==> src/include/wsml_pkg.sv <==
/*
 * wsml_pkg: constants, warning table and state types for the warning
 * select, mask and latch block of a servo driver.
 * Assumes one 25 MHz system clock; nothing else is shared.
 */
package wsml_pkg;

   // clock and timing
   localparam int CLK_HZ           = 25_000_000;
   localparam int FAN_STOP_TIME_MS = 1000;
   localparam int LATCH_TICK_MS    = 1000;
   localparam int MS_PER_S         = 1000;
   localparam int SEC_CYCLES       = CLK_HZ / MS_PER_S * LATCH_TICK_MS;
   localparam int FAN_STOP_CYCLES  = CLK_HZ / MS_PER_S * FAN_STOP_TIME_MS;
   localparam int MS_CYCLES        = CLK_HZ / MS_PER_S;

   // detection thresholds
   localparam logic [7:0]  LOAD_WARN_PCT   = 8'h55;    // 85 percent
   localparam logic [11:0] BATT_WARN_MV    = 12'hC80;  // 3200 mV
   localparam logic [10:0] MAINS_TIME_MIN  = 11'h00A;  // 10 ms
   localparam logic [10:0] MAINS_TIME_MAX  = 11'h7CF;  // 1999 ms
   localparam logic [3:0]  LATCH_MIN_S     = 4'h1;
   localparam logic [3:0]  LATCH_MAX_S     = 4'hA;
   localparam int          FUNC_EXP_DIAG_BIT = 1;
   localparam logic [7:0]  SEL_ALL         = 8'h00;

   // warning slots
   localparam int NUM_WARN   = 12;
   localparam int W_OVERLOAD = 0;
   localparam int W_REGEN    = 1;
   localparam int W_BATTERY  = 2;
   localparam int W_FAN      = 3;
   localparam int W_ENC_COMM = 4;
   localparam int W_ENC_HEAT = 5;
   localparam int W_OSCILL   = 6;
   localparam int W_LIFETIME = 7;
   localparam int W_SCL_ERR  = 8;
   localparam int W_SCL_COMM = 9;
   localparam int W_DETERIOR = 10;
   localparam int W_MAINS    = 11;

   // output selection code of each slot
   function automatic logic [7:0] wsml_code(input int idx);
      unique case (idx)
         W_OVERLOAD: wsml_code = 8'h01;
         W_REGEN:    wsml_code = 8'h02;
         W_BATTERY:  wsml_code = 8'h03;
         W_FAN:      wsml_code = 8'h04;
         W_ENC_COMM: wsml_code = 8'h05;
         W_ENC_HEAT: wsml_code = 8'h06;
         W_OSCILL:   wsml_code = 8'h07;
         W_LIFETIME: wsml_code = 8'h08;
         W_SCL_ERR:  wsml_code = 8'h09;
         W_SCL_COMM: wsml_code = 8'h0A;
         W_DETERIOR: wsml_code = 8'h16;
         default:    wsml_code = 8'h0E;
      endcase
   endfunction

   // mask bit of each slot; overload and deterioration share one bit
   function automatic int wsml_mask_bit(input int idx);
      unique case (idx)
         W_OVERLOAD: wsml_mask_bit = 7;
         W_REGEN:    wsml_mask_bit = 5;
         W_BATTERY:  wsml_mask_bit = 0;
         W_FAN:      wsml_mask_bit = 6;
         W_ENC_COMM: wsml_mask_bit = 4;
         W_ENC_HEAT: wsml_mask_bit = 3;
         W_OSCILL:   wsml_mask_bit = 9;
         W_LIFETIME: wsml_mask_bit = 2;
         W_SCL_ERR:  wsml_mask_bit = 8;
         W_SCL_COMM: wsml_mask_bit = 10;
         W_DETERIOR: wsml_mask_bit = 7;
         default:    wsml_mask_bit = 14;
      endcase
   endfunction

   typedef struct packed {
      logic       held;
      logic [3:0] secs_left;
   } wsml_latch_s;

   typedef struct packed {
      logic [24:0]         sec_div;
      logic                sec_tick;
      logic [14:0]         ms_div;
      logic                ms_tick;
      logic [24:0]         fan_cnt;
      logic [7:0]          enc_err_cnt;
      logic [7:0]          scl_err_cnt;
      logic [10:0]         mains_ms;
      logic [NUM_WARN-1:0] raw;
      logic                warn_one;
      logic                warn_two;
      logic                pos_cmd;
      logic                spd_lim;
      logic                clr_alm;
      logic                spd_cmd;
      logic                srv_on;
   } wsml_top_s;

endpackage

==> src/wsml_top.sv <==
/*
 * wsml_top: warning detection, masking, latching and selection onto
 * two warning outputs, plus the simple servo status outputs.
 * Assumes condition inputs are synchronous to CLK_SYS (25 MHz) and
 * that configuration inputs are held steady by the host side.
 */
// Function
// - overload warning at load factor of 85 percent or more; code 1, mask bit7
// - regeneration warning at regenerative load 85 percent or more; code 2, bit5
// - battery warning at 3.2 V or lower; code 3, mask bit0
// - fan warning after fan stopped one second; code 4, mask bit6
// - encoder comm warning when consecutive errors exceed limit; code 5, bit4
// - encoder overheat warning while encoder reports heat; code 6, bit3
// - oscillation warning when vibration detected; code 7, mask bit9
// - lifetime warning when remaining life below limit; code 8, bit2
// - scale error warning on feedback scale alarm; code 9, bit8
// - scale comm warning when consecutive errors exceed limit; code 10, bit10
// - deterioration warning at constant speed outside range; code 22, bit7
// - deterioration warning disabled when expansion setting bit1 is zero
// - mains-off warning past set time, only for 10 to 1999; code 14, bit14
// - warnings held 1 to 10 s or unlimited; battery, lifetime always unlimited
// - selection zero gives OR of all warnings, else matching warning only
// - mask bit set to one suppresses that warning
// - position command output active while position command applied
// - speed-limited output active while torque control limits speed
// - clearable-alarm output active when active alarm is clearable
// - speed command output active while speed command applied in speed control
// - servo-on output active while servo is on
// - warning output on while selected warning, or any in OR mode
`timescale 1ns/100ps
`default_nettype none

module wsml_top
   import wsml_pkg::*;
#(
   parameter int SEC_CYC  = SEC_CYCLES,      // cycles per latch second
   parameter int FAN_CYC  = FAN_STOP_CYCLES, // fan stop time in cycles
   parameter int MS_CYC   = MS_CYCLES        // cycles per millisecond
)
(
   input  wire logic        CLK_SYS,         // system clock, 25 MHz
   input  wire logic        RST_B,           // sync reset, active low
   // measured conditions
   input  wire logic [7:0]  LOAD_PCT,        // load factor, percent
   input  wire logic [7:0]  REGEN_PCT,       // regen load factor, percent
   input  wire logic [11:0] BATT_MV,         // battery voltage, mV
   input  wire logic        FAN_STOPPED,     // fan not turning
   input  wire logic        ENC_COMM_ERR,    // encoder frame error pulse
   input  wire logic        ENC_COMM_OK,     // encoder frame good pulse
   input  wire logic [7:0]  ENC_ERR_LIMIT,   // allowed consecutive errors
   input  wire logic        ENC_HOT,         // encoder overheat report
   input  wire logic        OSC_DETECT,      // vibration detected
   input  wire logic [15:0] LIFE_LEFT,       // remaining life
   input  wire logic [15:0] LIFE_LIMIT,      // life warning threshold
   input  wire logic        SCL_ALARM,       // feedback scale alarm
   input  wire logic        SCL_COMM_ERR,    // scale frame error pulse
   input  wire logic        SCL_COMM_OK,     // scale frame good pulse
   input  wire logic [7:0]  SCL_ERR_LIMIT,   // allowed consecutive errors
   input  wire logic        CONST_SPEED,     // running at constant speed
   input  wire logic        EST_OUT_RANGE,   // load estimate out of range
   input  wire logic        TRQ_OUT_RANGE,   // torque command out of range
   input  wire logic        MAINS_PRESENT,   // main power present
   // configuration
   input  wire logic [3:0]  WARNING_LATCH_TIME,     // 1..10 s, else unlimited
   input  wire logic [7:0]  WARNING_SELECT_ONE,     // code for output one
   input  wire logic [7:0]  WARNING_SELECT_TWO,     // code for output two
   input  wire logic [15:0] WARNING_MASK,           // 1 masks a warning
   input  wire logic [15:0] FUNCTION_EXPANSION_THREE, // bit1 enables diag
   input  wire logic [10:0] MAINS_LOSS_DETECT_TIME, // ms
   input  wire logic        WARNING_CLEAR,   // releases unlimited holds
   // servo state
   input  wire logic        POS_CMD_IN,      // position command applied
   input  wire logic        TORQUE_MODE,     // torque control active
   input  wire logic        SPEED_LIMIT_IN,  // speed limit engaged
   input  wire logic        ALARM_ACTIVE,    // an alarm is active
   input  wire logic        ALARM_CLEARABLE, // that alarm can be cleared
   input  wire logic        SPEED_MODE,      // speed control active
   input  wire logic        SPEED_CMD_IN,    // speed command applied
   input  wire logic        SERVO_ON_IN,     // servo is on
   // outputs
   output logic             WARNING_OUT_ONE,     // selected warning one
   output logic             WARNING_OUT_TWO,     // selected warning two
   output logic             POS_CMD_OUT,         // position command on
   output logic             SPEED_LIMITED,       // speed in limit
   output logic             CLEARABLE_ALARM_FLAG, // clearable alarm
   output logic             SPEED_CMD_OUT,       // speed command on
   output logic             SERVO_ON_STATUS      // servo on
);

   wsml_top_s q;
   wsml_top_s d;

   logic [NUM_WARN-1:0] masked;
   logic [NUM_WARN-1:0] held;
   logic [NUM_WARN-1:0] unlimited;
   logic                latch_ok;
   logic                mains_ok;
   logic [NUM_WARN-1:0] cond;

   // latch time outside 1..10 means hold without limit
   assign latch_ok = (WARNING_LATCH_TIME >= LATCH_MIN_S) &&
                     (WARNING_LATCH_TIME <= LATCH_MAX_S);

   // mains detection only armed for a legal time setting
   assign mains_ok = (MAINS_LOSS_DETECT_TIME >= MAINS_TIME_MIN) &&
                     (MAINS_LOSS_DETECT_TIME <= MAINS_TIME_MAX);

   // raw conditions, computed combinationally and registered in q.raw
   always_comb begin
      cond = '0;
      cond[W_OVERLOAD] = LOAD_PCT >= LOAD_WARN_PCT;
      cond[W_REGEN]    = REGEN_PCT >= LOAD_WARN_PCT;
      cond[W_BATTERY]  = BATT_MV <= BATT_WARN_MV;
      cond[W_FAN]      = q.fan_cnt >= 25'(FAN_CYC);
      cond[W_ENC_COMM] = q.enc_err_cnt > ENC_ERR_LIMIT;
      cond[W_ENC_HEAT] = ENC_HOT;
      cond[W_OSCILL]   = OSC_DETECT;
      cond[W_LIFETIME] = LIFE_LEFT < LIFE_LIMIT;
      cond[W_SCL_ERR]  = SCL_ALARM;
      cond[W_SCL_COMM] = q.scl_err_cnt > SCL_ERR_LIMIT;
      // only judged at constant speed, and only when enabled
      cond[W_DETERIOR] = CONST_SPEED &&
                         (EST_OUT_RANGE || TRQ_OUT_RANGE) &&
                         FUNCTION_EXPANSION_THREE[FUNC_EXP_DIAG_BIT];
      cond[W_MAINS]    = mains_ok &&
                         (q.mains_ms > MAINS_LOSS_DETECT_TIME);
   end

   // per-slot mask, hold mode and latch instance
   genvar gi;
   generate
      for (gi = 0; gi < NUM_WARN; gi++) begin : g_warn
         // a masked warning never reaches the latch
         assign masked[gi] = q.raw[gi] && !WARNING_MASK[wsml_mask_bit(gi)];
         // battery and lifetime ignore the latch time setting
         assign unlimited[gi] = !latch_ok ||
                                (gi == W_BATTERY) ||
                                (gi == W_LIFETIME);
         wsml_latch u_latch (
            .clk      (CLK_SYS),
            .rst_b    (RST_B),
            .cond     (masked[gi]),
            .no_limit (unlimited[gi]),
            .latch_s  (WARNING_LATCH_TIME),
            .sec_tick (q.sec_tick),
            .clear    (WARNING_CLEAR),
            .held     (held[gi])
         );
      end
   endgenerate

   // next-state logic for counters, raw flags and outputs
   always_comb begin
      logic any;
      logic hit_one;
      logic hit_two;
      any     = 1'b0;
      hit_one = 1'b0;
      hit_two = 1'b0;
      d       = q;

      // seconds tick for the latch timers
      d.sec_tick = 1'b0;
      if (q.sec_div >= 25'(SEC_CYC - 1)) begin
         d.sec_div  = '0;
         d.sec_tick = 1'b1;
      end else begin
         d.sec_div = q.sec_div + 25'h1;
      end

      // millisecond tick for mains loss timing
      d.ms_tick = 1'b0;
      if (q.ms_div >= 15'(MS_CYC - 1)) begin
         d.ms_div  = '0;
         d.ms_tick = 1'b1;
      end else begin
         d.ms_div = q.ms_div + 15'h1;
      end

      // fan must stay stopped without a break; saturate
      if (!FAN_STOPPED) begin
         d.fan_cnt = '0;
      end else if (q.fan_cnt < 25'(FAN_CYC)) begin
         d.fan_cnt = q.fan_cnt + 25'h1;
      end

      // consecutive encoder errors; any good frame restarts
      if (ENC_COMM_OK) begin
         d.enc_err_cnt = '0;
      end else if (ENC_COMM_ERR && q.enc_err_cnt != 8'hFF) begin
         d.enc_err_cnt = q.enc_err_cnt + 8'h1;
      end

      // consecutive scale errors, same scheme
      if (SCL_COMM_OK) begin
         d.scl_err_cnt = '0;
      end else if (SCL_COMM_ERR && q.scl_err_cnt != 8'hFF) begin
         d.scl_err_cnt = q.scl_err_cnt + 8'h1;
      end

      // mains interruption length in ms; saturate past the max
      if (MAINS_PRESENT) begin
         d.mains_ms = '0;
      end else if (q.ms_tick && q.mains_ms != 11'h7FF) begin
         d.mains_ms = q.mains_ms + 11'h1;
      end

      d.raw = cond;

      // selection sees only masked and latched warnings
      for (int i = 0; i < NUM_WARN; i++) begin
         any = any | held[i];
         if (wsml_code(i) == WARNING_SELECT_ONE) begin
            hit_one = hit_one | held[i];
         end
         if (wsml_code(i) == WARNING_SELECT_TWO) begin
            hit_two = hit_two | held[i];
         end
      end

      // zero means OR of all; unlisted codes match nothing
      d.warn_one = (WARNING_SELECT_ONE == SEL_ALL) ? any : hit_one;
      d.warn_two = (WARNING_SELECT_TWO == SEL_ALL) ? any : hit_two;

      // status outputs, registered for a clean pin drive
      d.pos_cmd = POS_CMD_IN;
      d.spd_lim = TORQUE_MODE && SPEED_LIMIT_IN;
      d.clr_alm = ALARM_ACTIVE && ALARM_CLEARABLE;
      d.spd_cmd = SPEED_MODE && SPEED_CMD_IN;
      d.srv_on  = SERVO_ON_IN;
   end

   // one register for all state except the per-slot latches
   always_ff @(posedge CLK_SYS) begin
      if (!RST_B) begin
         q <= '0;
      end else begin
         q <= d;
      end
   end

   // outputs straight from the state register
   assign WARNING_OUT_ONE      = q.warn_one;
   assign WARNING_OUT_TWO      = q.warn_two;
   assign POS_CMD_OUT          = q.pos_cmd;
   assign SPEED_LIMITED        = q.spd_lim;
   assign CLEARABLE_ALARM_FLAG = q.clr_alm;
   assign SPEED_CMD_OUT        = q.spd_cmd;
   assign SERVO_ON_STATUS      = q.srv_on;

endmodule

`default_nettype wire

==> src/wsml_latch.sv <==
/*
 * wsml_latch: holds one masked warning for a number of seconds after
 * its condition goes away, or until cleared in no-limit mode.
 * Assumes a one-cycle seconds tick from the parent and a synchronous,
 * active-low reset.
 */
`timescale 1ns/100ps
`default_nettype none

module wsml_latch
   import wsml_pkg::*;
(
   input  wire logic       clk,       // system clock
   input  wire logic       rst_b,     // sync reset, active low
   input  wire logic       cond,      // masked warning condition
   input  wire logic       no_limit,  // hold until cleared
   input  wire logic [3:0] latch_s,   // hold time in seconds
   input  wire logic       sec_tick,  // one pulse per second
   input  wire logic       clear,     // releases a no-limit hold
   output logic            held       // latched warning
);

   wsml_latch_s q;
   wsml_latch_s d;

   // condition reloads the timer; set wins over clear and expiry
   always_comb begin
      d = q;
      if (cond) begin
         d.held      = 1'b1;
         d.secs_left = latch_s;
      end else if (q.held) begin
         if (no_limit) begin
            if (clear) begin
               d.held = 1'b0;
            end
         end else if (sec_tick) begin
            // waits out the partial second too, so never short
            if (q.secs_left == 4'h0) begin
               d.held = 1'b0;
            end else begin
               d.secs_left = q.secs_left - 4'h1;
            end
         end
      end
   end

   always_ff @(posedge clk) begin
      if (!rst_b) begin
         q <= '0;
      end else begin
         q <= d;
      end
   end

   assign held = q.held;

endmodule

`default_nettype wire

==> config.mk <==
export PLATFORM = sky130hd
export DESIGN_NAME = wsml_top
export DESIGN_NICKNAME = d
export VERILOG_FILES = /design/src/include/wsml_pkg.sv /design/src/wsml_top.sv /design/src/wsml_latch.sv
export SDC_FILE = /design/constraint.sdc
export NUM_CORES = 1
export LEC_CHECK = 0
export BUFFER_PORTS_ARGS = -buffer_cell sky130_fd_sc_hd__buf_2
export CAP_MARGIN = 20
export CORE_MARGIN = 2
export CORE_UTILIZATION = 57
export CTS_CLUSTER_DIAMETER = 100
export DETAILED_ROUTE_END_ITERATION = 7
export PLACE_DENSITY_LB_ADDON = 0.08
export RECOVER_POWER = 25
export SLEW_MARGIN = 20
export SYNTH_ARGS = -nofsm -noshare
export SYNTH_HDL_FRONTEND = slang
export SYNTH_SLANG_ARGS = --single-unit
export TNS_END_PERCENT = 10
==> constraint.sdc <==
create_clock -name CLK_SYS -period 2.45 [get_ports CLK_SYS]
set_clock_uncertainty 0.15 [all_clocks]
set_input_delay 0.49 -clock CLK_SYS [delete_from_list [all_inputs] [get_ports CLK_SYS]]
set_output_delay 0.49 -clock CLK_SYS [all_outputs]
set_load 0.01 [all_outputs]
==> out/results.ini <==
[cts]
cts_resized = 0
cts_buffers = 17
path_clk_slew_ns = 0.06
clkLatencyLatePin_ns = 0.43
root_buffer = clkbuf_16
cts_tree = done
cts_hold_buffers = 0
htreeDepth = 4
cts_sinks = 165
cts_setup_buffers = 0
clockBufferDepth = 2

[placement]
portBuffers = 148
place.gp.congestion = 0.836
dp_hpwl_mm = 15.5

[synth]
ys.warnings.count = 0
synth.cell_area_mm2 = 0.00934
synth_top_cell_by_area = dfxtp_1
synth.distinct_cells = 59
dominantRegCellSynth = dfxtp_1
syn_inst = 1110
synth_area_leaders = dfxtp_1 35%, ha_1 7.9%, xor2_1 4.6%
syn_area_per_cell_um2 = 8.41
ys_ff_latch = 165
synth-edff-count = 0
synth_nets = 1331
yosysTopAreaCellShare_pct = 35.4
yosysSeqAreaShare_pct = 35.4
synthArstFlopShare_pct = 0

[timing]
slew_viol_final = 0
slew_headroom_pct = 30.9
period_minus_slack_ns = 2.17
hold_viol = 0
finalSetupViolCount = 0
rsz0062_at_grt = no
min_period_over_period_pct = 88.8
timing.hold.ws_ns = 0.105
fmax_mhz = 460
tightest_slew_ns = 1.03

[pwr]
static-leakage-power_nw = 4.29
irDropWorstVdd_mv = 0.470
power_density_mw_per_mm2 = 549
power_mw = 6.02

[global_route]
grt_util_met3_pct = 4.54
first_global_vias = 7797
grt_pass1_wl_mm = 35.9
antenna_found_initial = 0
use_met1_pct = 31.1
grt-ovfl-total = 0
grt_max_degree = 54
grt.busiest_layer = met2
track_usage_pct = 24.5
use_met2_pct = 42.1

[final_layout]
n_antenna_cell = 0
final_core_util_pct = 68.9
largest_reg_flops = 106
regMostFlops = q
syn2layout_area_growth_pct = 17.6
finalNetCount = 1476
drive_above_1_share_pct = 16.4

[floorplanning]
pin_count = 169
initial_utilization_pct = 58.6
die_area_mm2 = 0.0174
rows = 46
core_area_mm2 = 0.0159
die_w_um = 132
fp.dieH_um = 132

[status]
status = finished, final reports clean

[worst_setup_path]
crit_arrival_ns = 2.37
startpoint_type = flop
end_kind = flop
crit_fanout = 11
slowest_stage = dfxtp_1
worstSetupPathType = reg2reg
slowest_delay_ns = 0.45
path_cells = and4bb_1 > o211ai_1 > o211ai_1 > buf_4 > or4_1 > a21oi_1
crit_required_ns = 2.64
path_common_cell = o211ai_1

[detailed_routing]
dr.pass1.iters = 6
wl_per_cell_um = 14.4
vias = 8409
drtAntennaViolNets = 0
drt_iter0_markers = 447
routed_wl_mm = 21.3
vias_per_cell = 5.68
drc_errors = 0

[run]
cap_violations = 0

[min_path]
min-delay-path-class = in2reg

-- cell type report --
class / count / area, um2
clock buffer: 18 / 439
clock inverter: 11 / 153
fill: 1357 / 4970
inverter: 86 / 323
multi-input combinational: 811 / 5520
sequential: 165 / 3300
tap: 216 / 270
timing repair buffer: 174 / 965
-- placed cells by master, fill, tap and decap left out, drive strengths merged, types with 13 or more instances in the layout --
master   count
o21a        14
nor4        15
clkbuf      29
xor2        49
a21oi       74
o2111ai     13
nand2b      24
buf        163
o211ai      14
dfxtp      165
nor3        52
and3        17
o21ai       73
xnor2       36
nand4       28
or4         13
nand2       73
inv         87
nand3       45
a21o        14
nor2        70
ha          59
-- worst paths after layout --
kind	endpoint	cells after the start	from	slack [ns]
worst min-delay path	q[9]$_SDFF_PN0_	2	BATT_MV[10]	0.10
worst max-delay path	q[59]$_SDFFE_PN0N_	6	q[63]$_SDFFE_PN0N_	0.28
worst min register to register	q[72]$_SDFF_PP0_	1	q[72]$_SDFF_PP0_	0.32
worst max register to register	q[59]$_SDFFE_PN0N_	6	q[63]$_SDFFE_PN0N_	0.28
-- power breakdown --
part	total [mW]	internal, mW	switching [mW]
registers	2.78	2.73	0.0439
clock network	2.72	1.62	1.10
logic	0.524	0.236	0.288
total	6.02	4.59	1.43
-- synth_stat cells (7+ instances only) --
| library cell | instances |
|---|---|
| dfxtp_1 | 165 |
| inv_1 | 86 |
| a21oi_1 | 74 |
| nand2_1 | 73 |
| nor2_1 | 70 |
| o21ai_0 | 62 |
| ha_1 | 59 |
| nor3_1 | 52 |
| xor2_1 | 49 |
| nand3_1 | 45 |
| clkbuf_1 | 37 |
| xnor2_1 | 36 |
| nand4_1 | 28 |
| nand2b_1 | 24 |
| and3_1 | 17 |
| nor4_1 | 15 |
| a21o_1 | 14 |
| o211ai_1 | 14 |
| o21a_1 | 14 |
| o2111ai_1 | 13 |
| or4_1 | 13 |
| and4_1 | 12 |
| nor3b_1 | 11 |
| o21ai_1 | 11 |
| and2_1 | 10 |
| a2111oi_4 | 9 |
| mux2i_1 | 9 |
| or3_1 | 9 |
| o31ai_1 | 8 |
| a31oi_1 | 7 |
| buf_2 | 7 |
-- metal layers --
metal | wire length, um | vias to the layer above | part of all wire [%]
met2 | 10000 | 235 | 47
met1 | 9790 | 3865 | 46
met3 | 1170 | 27 | 5.5
li1 | - | 4282 | -
met4 | 316 | 0 | 1.5
met5 | 0 | - | 0
-- cells by family (layout without fill, tap and decap cells) --
group / after synthesis / in the layout / synth area share (%)
DFF: 165 / 165 / 35.4
xor gates and xnor gates: 85 / 85 / 7.97
AOI/OAI and AO/OA: 264 / 264 / 20.1
adders and majority gates: 59 / 59 / 7.91
buffers and inverters: 134 / 289 / 5.56
and+or+nand+nor: 394 / 394 / 22.1
muxes: 9 / 9 / 0.965
-- critical path: cells and delay by family, from the launching register on --
| kind | cells | cell delay, ns |
|---|---|---|
| compound gates | 3 | 0.64 |
| buf+inv | 1 | 0.22 |
| simple gates | 2 | 0.63 |
| flops | 1 | 0.45 |
-- per-stage QoR --
stage | TNS (ns) | setup slack (ns) | cell area, um2 | std cells
after floorplan | 0 | 0.255 | 9340 | 1110
after global placement | 0 | 0.0487 | 10400 | 1452
after detailed placement | -0.0378 | -0.0378 | 10400 | 1452
after CTS | 0 | 0.312 | 11000 | 1481
after global routing | 0 | 0.140 | 11000 | 1481
final | 0 | 0.276 | 11000 | 1481
Power figures use the tool's default switching activity.
